--- config.mk ---
export PLATFORM = sky130hd
export DESIGN_NAME = slpc_top
export DESIGN_NICKNAME = d
export VERILOG_FILES = /design/src/hw/slpc_top.v /design/src/hw/slpc_sync3.v
export VERILOG_INCLUDE_DIRS = /design/src /design/src/hw
export SDC_FILE = /design/constraint.sdc
export NUM_CORES = 1
export LEC_CHECK = 0
export BUFFER_PORTS_ARGS = -buffer_cell sky130_fd_sc_hd__buf_4
export CORE_ASPECT_RATIO = 1.1
export CORE_UTILIZATION = 30
export DETAILED_ROUTE_END_ITERATION = 8
export SYNTH_ARGS = -nofsm -noshare
export SYNTH_HDL_FRONTEND = slang
export SYNTH_HIERARCHICAL = 1
export SYNTH_SLANG_ARGS = --single-unit
--- constraint.sdc ---
create_clock -name ref_clk_i -period 3.6 [get_ports ref_clk_i]
set_input_delay 0.9 -clock ref_clk_i [delete_from_list [all_inputs] [get_ports ref_clk_i]]
set_output_delay 0.9 -clock ref_clk_i [all_outputs]
set_load 0.05 [all_outputs]
--- src/hw/slpc_consts.vh ---
// Constants for the synthesizer latch and power-down controller.
// Included by hw/slpc_top.v; definitions only.
`ifndef SLPC_CONSTS_VH
`define SLPC_CONSTS_VH
// Serial word
`define SLPC_WORD_W 24
// Latch select codes (select_high, select_low)
`define SLPC_SEL_CONTROL 2'h0
`define SLPC_SEL_REFDIV 2'h1
`define SLPC_SEL_FBDIV 2'h2
`define SLPC_SEL_TEST 2'h3
// Control latch fields
`define SLPC_CTL_PRESCALE_HI 23
`define SLPC_CTL_PRESCALE_LO 22
`define SLPC_CTL_PD_SYNC 21
`define SLPC_CTL_PD_REQ 20
`define SLPC_CTL_PUMP_GAIN 10
`define SLPC_CTL_PUMP_TRISTATE 9
`define SLPC_CTL_DIV_RESET 4
// Feedback divider latch fields
`define SLPC_FB_PUMP_GAIN 21
`define SLPC_FB_MAIN_HI 20
`define SLPC_FB_MAIN_LO 8
`define SLPC_FB_SWALLOW_HI 6
`define SLPC_FB_SWALLOW_LO 2
// Reference divider latch fields
`define SLPC_REF_DIV_HI 15
`define SLPC_REF_DIV_LO 2
// Reset values
`define SLPC_LATCH_RESET 24'h000000
// Synchronous power-down waits this many reference-divider rising edges
`define SLPC_SYNC_PD_EDGES 2'h2
`endif

--- src/hw/slpc_top.v ---
// Latch file and power-down control behind the 3-wire serial port.
// Assumes serial clock, data, strobe, chip enable and reference output are asynchronous pins.
`timescale 1ns/100ps
`default_nettype none
`include "slpc_consts.vh"
module slpc_top (
    input wire ref_clk_i,              // 125 MHz system clock
    input wire rstn_i,                 // Synchronous reset, active low
    input wire serial_clk_i,           // Serial clock pin
    input wire serial_data_i,          // Serial data pin
    input wire latch_load_strobe_i,    // Latch load strobe pin
    input wire chip_enable_i,          // Chip enable pin, high = enabled
    input wire ref_div_out_i,          // Reference divider output
    output reg [23:0] control_latch_o, // General control latch
    output reg [23:0] fb_latch_o,      // Feedback divider latch
    output reg [23:0] ref_latch_o,     // Reference divider latch
    output reg [1:0] prescale_sel_o,   // Prescaler select
    output reg [12:0] main_count_o,    // Main counter value
    output reg [4:0] swallow_count_o,  // Swallow counter value
    output reg [13:0] ref_div_o,       // Reference ratio
    output reg pump_gain_bit_o,        // Effective pump gain
    output reg powered_down_o,         // Device in power-down
    output reg counters_load_o,        // Counters held in load state
    output reg pump_tristate_o,        // Charge pump three-state
    output reg lock_detect_reset_o,    // Digital lock detector reset
    output reg rf_debias_o,            // RF outputs high impedance
    output reg ref_buffer_off_o,       // Reference buffer disabled
    output reg dc_paths_off_o          // Active DC paths removed
);
    localparam PD_ON = 2'h0;
    localparam PD_WAIT = 2'h1;
    localparam PD_DOWN = 2'h2;

    wire sclk_s;
    wire sdata_s;
    wire strobe_s;
    wire ce_s;
    wire refo_s;
    reg sclk_d_reg;
    reg strobe_d_reg;
    reg refo_d_reg;
    reg [23:0] shift_reg;
    reg [1:0] pd_state_reg;
    reg [1:0] edge_cnt_reg;
    reg pump_gain_reg;
    reg [1:0] pd_state_next;
    wire sclk_rise;
    wire strobe_rise;
    wire refo_rise;
    wire pd_req;
    wire pd_sync;
    wire down;

    // Pins share one synchroniser shape; data sampled as late as the clock so order holds
    slpc_sync3 u_sclk (.clk_i(ref_clk_i), .rstn_i(rstn_i), .pin_i(serial_clk_i), .level_o(sclk_s));
    slpc_sync3 u_sdat (.clk_i(ref_clk_i), .rstn_i(rstn_i), .pin_i(serial_data_i), .level_o(sdata_s));
    slpc_sync3 u_strb (.clk_i(ref_clk_i), .rstn_i(rstn_i), .pin_i(latch_load_strobe_i), .level_o(strobe_s));
    slpc_sync3 u_ce (.clk_i(ref_clk_i), .rstn_i(rstn_i), .pin_i(chip_enable_i), .level_o(ce_s));
    slpc_sync3 u_refo (.clk_i(ref_clk_i), .rstn_i(rstn_i), .pin_i(ref_div_out_i), .level_o(refo_s));

    // Edge detection on filtered levels
    assign sclk_rise = sclk_s & ~sclk_d_reg;
    assign strobe_rise = strobe_s & ~strobe_d_reg;
    assign refo_rise = refo_s & ~refo_d_reg;
    assign pd_req = control_latch_o[`SLPC_CTL_PD_REQ];
    assign pd_sync = control_latch_o[`SLPC_CTL_PD_SYNC];

    always @(posedge ref_clk_i) begin
        if (!rstn_i) begin
            sclk_d_reg <= 1'b0;
            strobe_d_reg <= 1'b0;
            refo_d_reg <= 1'b0;
            shift_reg <= `SLPC_LATCH_RESET;
        end else begin
            sclk_d_reg <= sclk_s;
            strobe_d_reg <= strobe_s;
            refo_d_reg <= refo_s;
            if (sclk_rise) begin
                shift_reg <= {shift_reg[22:0], sdata_s};
            end
        end
    end

    // Latches written only by strobe, never by power-down
    // Test-latch code is accepted and dropped; the factory latch is not kept
    always @(posedge ref_clk_i) begin
        if (!rstn_i) begin
            control_latch_o <= `SLPC_LATCH_RESET;
            fb_latch_o <= `SLPC_LATCH_RESET;
            ref_latch_o <= `SLPC_LATCH_RESET;
            pump_gain_reg <= 1'b0;
        end else if (strobe_rise) begin
            case (shift_reg[1:0])
                `SLPC_SEL_CONTROL: begin
                    control_latch_o <= shift_reg;
                    pump_gain_reg <= shift_reg[`SLPC_CTL_PUMP_GAIN];
                end
                `SLPC_SEL_REFDIV: begin
                    ref_latch_o <= shift_reg;
                end
                `SLPC_SEL_FBDIV: begin
                    fb_latch_o <= shift_reg;
                    pump_gain_reg <= shift_reg[`SLPC_FB_PUMP_GAIN];
                end
                default: begin
                end
            endcase
        end
    end

    // Power-down state machine
    always @* begin
        pd_state_next = pd_state_reg;
        case (pd_state_reg)
            PD_ON: begin
                if (strobe_rise && shift_reg[1:0] == `SLPC_SEL_CONTROL && shift_reg[`SLPC_CTL_PD_REQ]) begin
                    pd_state_next = shift_reg[`SLPC_CTL_PD_SYNC] ? PD_WAIT : PD_DOWN;
                end
            end
            PD_WAIT: begin
                if (!pd_req) begin
                    pd_state_next = PD_ON;
                end else if (!pd_sync) begin
                    pd_state_next = PD_DOWN;
                end else if (refo_rise && edge_cnt_reg == `SLPC_SYNC_PD_EDGES - 2'h1) begin
                    pd_state_next = PD_DOWN;
                end
            end
            PD_DOWN: begin
                // Leaving keeps latches, so band is kept
                if (!pd_req) begin
                    pd_state_next = PD_ON;
                end
            end
            default: begin
                pd_state_next = PD_ON;
            end
        endcase
    end

    // State and reference edge count; count restarts on each strobe rise
    always @(posedge ref_clk_i) begin
        if (!rstn_i) begin
            pd_state_reg <= PD_ON;
            edge_cnt_reg <= 2'h0;
        end else begin
            pd_state_reg <= pd_state_next;
            if (strobe_rise || pd_state_reg != PD_WAIT) begin
                edge_cnt_reg <= 2'h0;
            end else if (refo_rise) begin
                edge_cnt_reg <= edge_cnt_reg + 2'h1;
            end
        end
    end

    // Chip enable does not touch latches
    assign down = (pd_state_next == PD_DOWN) | ~ce_s;

    // Registered outputs; power-down effects follow the combined state
    always @(posedge ref_clk_i) begin
        if (!rstn_i) begin
            prescale_sel_o <= 2'h0;
            main_count_o <= 13'h0000;
            swallow_count_o <= 5'h00;
            ref_div_o <= 14'h0000;
            pump_gain_bit_o <= 1'b0;
            powered_down_o <= 1'b1;
            counters_load_o <= 1'b1;
            pump_tristate_o <= 1'b1;
            lock_detect_reset_o <= 1'b1;
            rf_debias_o <= 1'b1;
            ref_buffer_off_o <= 1'b1;
            dc_paths_off_o <= 1'b1;
        end else begin
            prescale_sel_o <= control_latch_o[`SLPC_CTL_PRESCALE_HI:`SLPC_CTL_PRESCALE_LO];
            main_count_o <= fb_latch_o[`SLPC_FB_MAIN_HI:`SLPC_FB_MAIN_LO];
            swallow_count_o <= fb_latch_o[`SLPC_FB_SWALLOW_HI:`SLPC_FB_SWALLOW_LO];
            ref_div_o <= ref_latch_o[`SLPC_REF_DIV_HI:`SLPC_REF_DIV_LO];
            pump_gain_bit_o <= pump_gain_reg;
            powered_down_o <= down;
            // Counters load, pump off, lock reset
            // Divider reset bit also holds counters
            counters_load_o <= down | control_latch_o[`SLPC_CTL_DIV_RESET];
            pump_tristate_o <= down | control_latch_o[`SLPC_CTL_PUMP_TRISTATE];
            lock_detect_reset_o <= down;
            // Outputs debiased, buffer and DC paths off
            rf_debias_o <= down;
            ref_buffer_off_o <= down;
            dc_paths_off_o <= down;
        end
    end
endmodule // slpc_top
`default_nettype wire

--- src/hw/slpc_sync3.v ---
// Three-flop synchroniser with agreement filter for one pin.
// Assumes the pin is asynchronous to clk_i; output changes when stage 2 and 3 agree.
`timescale 1ns/100ps
`default_nettype none
module slpc_sync3 (
    input wire clk_i,   // Sampling clock
    input wire rstn_i,  // Synchronous reset, active low
    input wire pin_i,   // Asynchronous pin
    output reg level_o  // Filtered level
);
    reg s1_reg;
    reg s2_reg;
    reg s3_reg;

    // Stage 1 feeds only stage 2 to keep metastability contained
    always @(posedge clk_i) begin
        if (!rstn_i) begin
            s1_reg <= 1'b0;
            s2_reg <= 1'b0;
            s3_reg <= 1'b0;
            level_o <= 1'b0;
        end else begin
            s1_reg <= pin_i;
            s2_reg <= s1_reg;
            s3_reg <= s2_reg;
            if (s2_reg == s3_reg) begin
                level_o <= s3_reg;
            end
        end
    end
endmodule // slpc_sync3
`default_nettype wire

==> qor.log <==
INFO  global_route   grt_usage=0.137
INFO  sta            slew_violations=0
INFO  setup_path     critPathMaxStageDelay=0.41ns
INFO  clock_tree     cts_sink_count=162
INFO  die            boundaryPins=121
INFO  global_route   grt_first_pass_wirelength=20000µm
INFO  die            die_h=145µm
INFO  clock_tree     ctsHtreeMaxLevel=4
INFO  sta            share_of_the_clock_period_used_by_the_worst_path_after_layout=0.547
INFO  sta            worst_clock_skew=0.00754ns
INFO  synth          post_synth_fa_ha_maj_area_fraction=0.00226
INFO  flow_run       cap_violations=0
INFO  placed_design  hpwl=8090µm
INFO  hold_path      hold_path_class=reg -> reg
INFO  synth          async_reset_ff_frac=0
INFO  placed_design  placement.io_buffers=120
INFO  route          ant_nets=0
INFO  synth          synth.avg_cell_area=9.42µm²
INFO  clock_tree     cts_setup_buffers=0
INFO  synth          syn-instance-count=588
INFO  sta            post-route-min-period=1.97ns
INFO  synth          synth_compound_gate_area_share=0.143
INFO  route          drt_first_iter_violations=217
INFO  synth          synth_cell_type_count=34
INFO  sta            worst_pin_slew=1.02ns
INFO  setup_path     worstPathCellList=buf_4
INFO  setup_path     timing.critical_path.to_type=output port
INFO  setup_path     timing.critical_path.arrival=1.07ns
INFO  synth          synth_largest_type_area_fraction=0.585
INFO  clock_tree     postCtsHoldBufs=0
INFO  sta            worst_slack=1.63ns
INFO  setup_path     setup.worst_path.class=reg -> out
INFO  setup_path     crit_fanout=3
INFO  global_route   first_global_vias=3714
INFO  clock_tree     clk_root_buffer_cell=sky130_fd_sc_hd__clkbuf_16
INFO  sta            timing.final.setup_violations=0
INFO  synth          synth_simple_gate_area_share=0.227
INFO  sta            relative_slew_slack=0.315
INFO  synth          synth_seq_area_share=0.585
INFO  placed_design  pre_cts_slack=1.33ns
INFO  setup_path     path_buf_inv=1
INFO  power          total_leakage_power=2.76nW
INFO  synth          synthDominantAreaCellType=sky130_fd_sc_hd__dfxtp_1
INFO  clock_tree     post_cts_resized=0
INFO  outcome        outcome=finished, final reports clean
INFO  synth          synth_top_cells_by_count=sky130_fd_sc_hd__nand2_1, sky130_fd_sc_hd__dfxtp_1, sky130_fd_sc_hd__a21boi_0, sky130_fd_sc_hd__and2_1, sky130_fd_sc_hd__clkbuf_1
INFO  power          power_per_cell_area=505nW/µm²
INFO  final_layout   syn_to_final_growth=29.3%
INFO  clock_tree     clkSlewWorstSetupHoldPaths=0.06ns
INFO  die            die_w=132µm
INFO  synth          synth.mux.area_fraction=0.00181
INFO  sta            max_clock_freq=508MHz
INFO  die            placementRows=51
INFO  clock_tree     cts_buffer_depth=2
INFO  final_layout   drive_gt1_frac=0.235
INFO  route          route.detailed.drc=0
INFO  die            placeableCoreArea=17900µm²
INFO  global_route   grt_antenna_before_repair=0
INFO  sta            rsz0062_at_grt=false
INFO  sta            finalHoldWorstSlack=0.433ns
INFO  final_layout   num-fill-cells=1802
INFO  sta            setup-tns-final=0ns
INFO  final_layout   postLayoutCoreUtil=0.401
INFO  synth          synth-edff-count=0
INFO  setup_path     worst_setup_path_start_kind=flip-flop
INFO  clock_tree     clock_latency=0.42ns
INFO  synth          postSynth.topFlopCell=sky130_fd_sc_hd__dfxtp_1
INFO  sta            report.final.hold_viol_count=0
INFO  synth          synth_most_common_cell=sky130_fd_sc_hd__nand2_1
INFO  route          post_drt_via_cell_ratio=4.30
INFO  die            dieArea=19000µm²
INFO  setup_path     critical-path-top-delay-family=flip-flops
INFO  placed_design  place_congestion=0.674
INFO  synth          synthesis.nets=596
INFO  clock_tree     cts_tree=built
INFO  route          overall_via_count_from_detail_route=4050
INFO  power          ir_worst_vdd=0.310mV
INFO  setup_path     slowest_stage=sky130_fd_sc_hd__dfxtp_1
INFO  synth          synth_top_family_by_area=simple AND/OR/NAND/NOR gates
INFO  synth          netlist_area=5540µm²
INFO  global_route   globalRoute.totalOverflow=0
INFO  setup_path     crit_required=2.70ns
INFO  synth          yosys_register_bits=162
INFO  final_layout   finish.net_count=699
INFO  global_route   grt_start_max_net_pins=81
INFO  route          drt-total-wl=12600µm
INFO  synth          area_share_of_xor_xnor_cells_in_the_synthesized_design=0.00316
INFO  route          post_drt_wl_per_cell=13.4µm
INFO  final_layout   antenna-diode-count=0
INFO  synth          synthesis.yosys.warnings=6
INFO  clock_tree     cts_buffer_count=17
INFO  synth          synth.area.top_cells=sky130_fd_sc_hd__dfxtp_1, sky130_fd_sc_hd__nand2_1, sky130_fd_sc_hd__a21boi_0
INFO  route          detail_route.first_pass.iterations=4
INFO  die            floorplan.initialDensity=0.310
-- placed cells by master (no fill, tap or decap), types with 2 or more instances in the layout --
cell / count
sky130_fd_sc_hd__nand2_1: 190
sky130_fd_sc_hd__dfxtp_1: 162
sky130_fd_sc_hd__buf_4: 125
sky130_fd_sc_hd__a21boi_0: 73
sky130_fd_sc_hd__and2_1: 48
sky130_fd_sc_hd__a21boi_1: 23
sky130_fd_sc_hd__clkbuf_16: 17
sky130_fd_sc_hd__and2_2: 5
sky130_fd_sc_hd__o21ai_1: 5
sky130_fd_sc_hd__and3_1: 4
sky130_fd_sc_hd__nor2_1: 4
sky130_fd_sc_hd__inv_6: 4
sky130_fd_sc_hd__clkinv_4: 4
sky130_fd_sc_hd__inv_1: 3
sky130_fd_sc_hd__nand4_1: 3
sky130_fd_sc_hd__and4bb_2: 2
sky130_fd_sc_hd__nand4bb_1: 2
sky130_fd_sc_hd__o21a_1: 2
sky130_fd_sc_hd__a21oi_1: 2
sky130_fd_sc_hd__nand2b_1: 2
sky130_fd_sc_hd__xnor2_1: 2
sky130_fd_sc_hd__nand3_1: 2
sky130_fd_sc_hd__clkinv_2: 2
sky130_fd_sc_hd__bufinv_16: 2
sky130_fd_sc_hd__clkinvlp_4: 2
-- through the flow --
step / area [µm²] / total power [mW] / instances
3_3_place_gp: 6580 / 1.89 / 910
5_1_grt: 7160 / 3.74 / 941
4_1_cts: 7160 / 3.66 / 941
6_report: 7160 / 3.62 / 941
2_1_floorplan: 5540 / 1.88 / 588
3_5_place_dp: 6580 / 1.89 / 910
-- report_power, final --
part           switching [mW]  internal [mW]
clock                   0.744           1.03
combinational          0.0258         0.0226
sequential            0.00268           1.80
total                   0.772           2.85
-- worst paths after layout --
kind         slack [ns]               start                  to  depth (start not counted)
max                1.63  control_latch_o[4]  control_latch_o[4]                          1
min                0.43       u_sclk/s1_reg       u_sclk/s2_reg                          1
max reg2reg        1.72        shift_reg[0]     ref_latch_o[18]                          4
min reg2reg        0.43       u_sclk/s1_reg       u_sclk/s2_reg                          1
-- logic make-up after synthesis --
family          after synthesis
xor+xnor                      2
fa+ha+maj                     1
simple gates                270
buf+inv                      44
flops                       162
compound gates              108
mux                           1
-- layer usage --
metal | track usage | vias up | wire length, µm
met5 | 0 | - | 0
met2 | 0.215 | 85 | 5720
li1 | - | 2099 | -
met1 | 0.172 | 1851 | 5990
met4 | 0.0569 | 0 | 188
met3 | 0.0473 | 15 | 673
-- cell type report --
class / count / area, µm² / share of cell area
Clock inverter: 14 / 155 / 0.0217
Sequential cell: 162 / 3240 / 0.453
Timing Repair Buffer: 125 / 938 / 0.131
Clock buffer: 17 / 425 / 0.0594
Multi-Input combinational cell: 382 / 2090 / 0.292
Tap cell: 238 / 298 / 0.0416
Inverter: 3 / 11.3 / 0.00157
(Power assumes the default switching activity.)
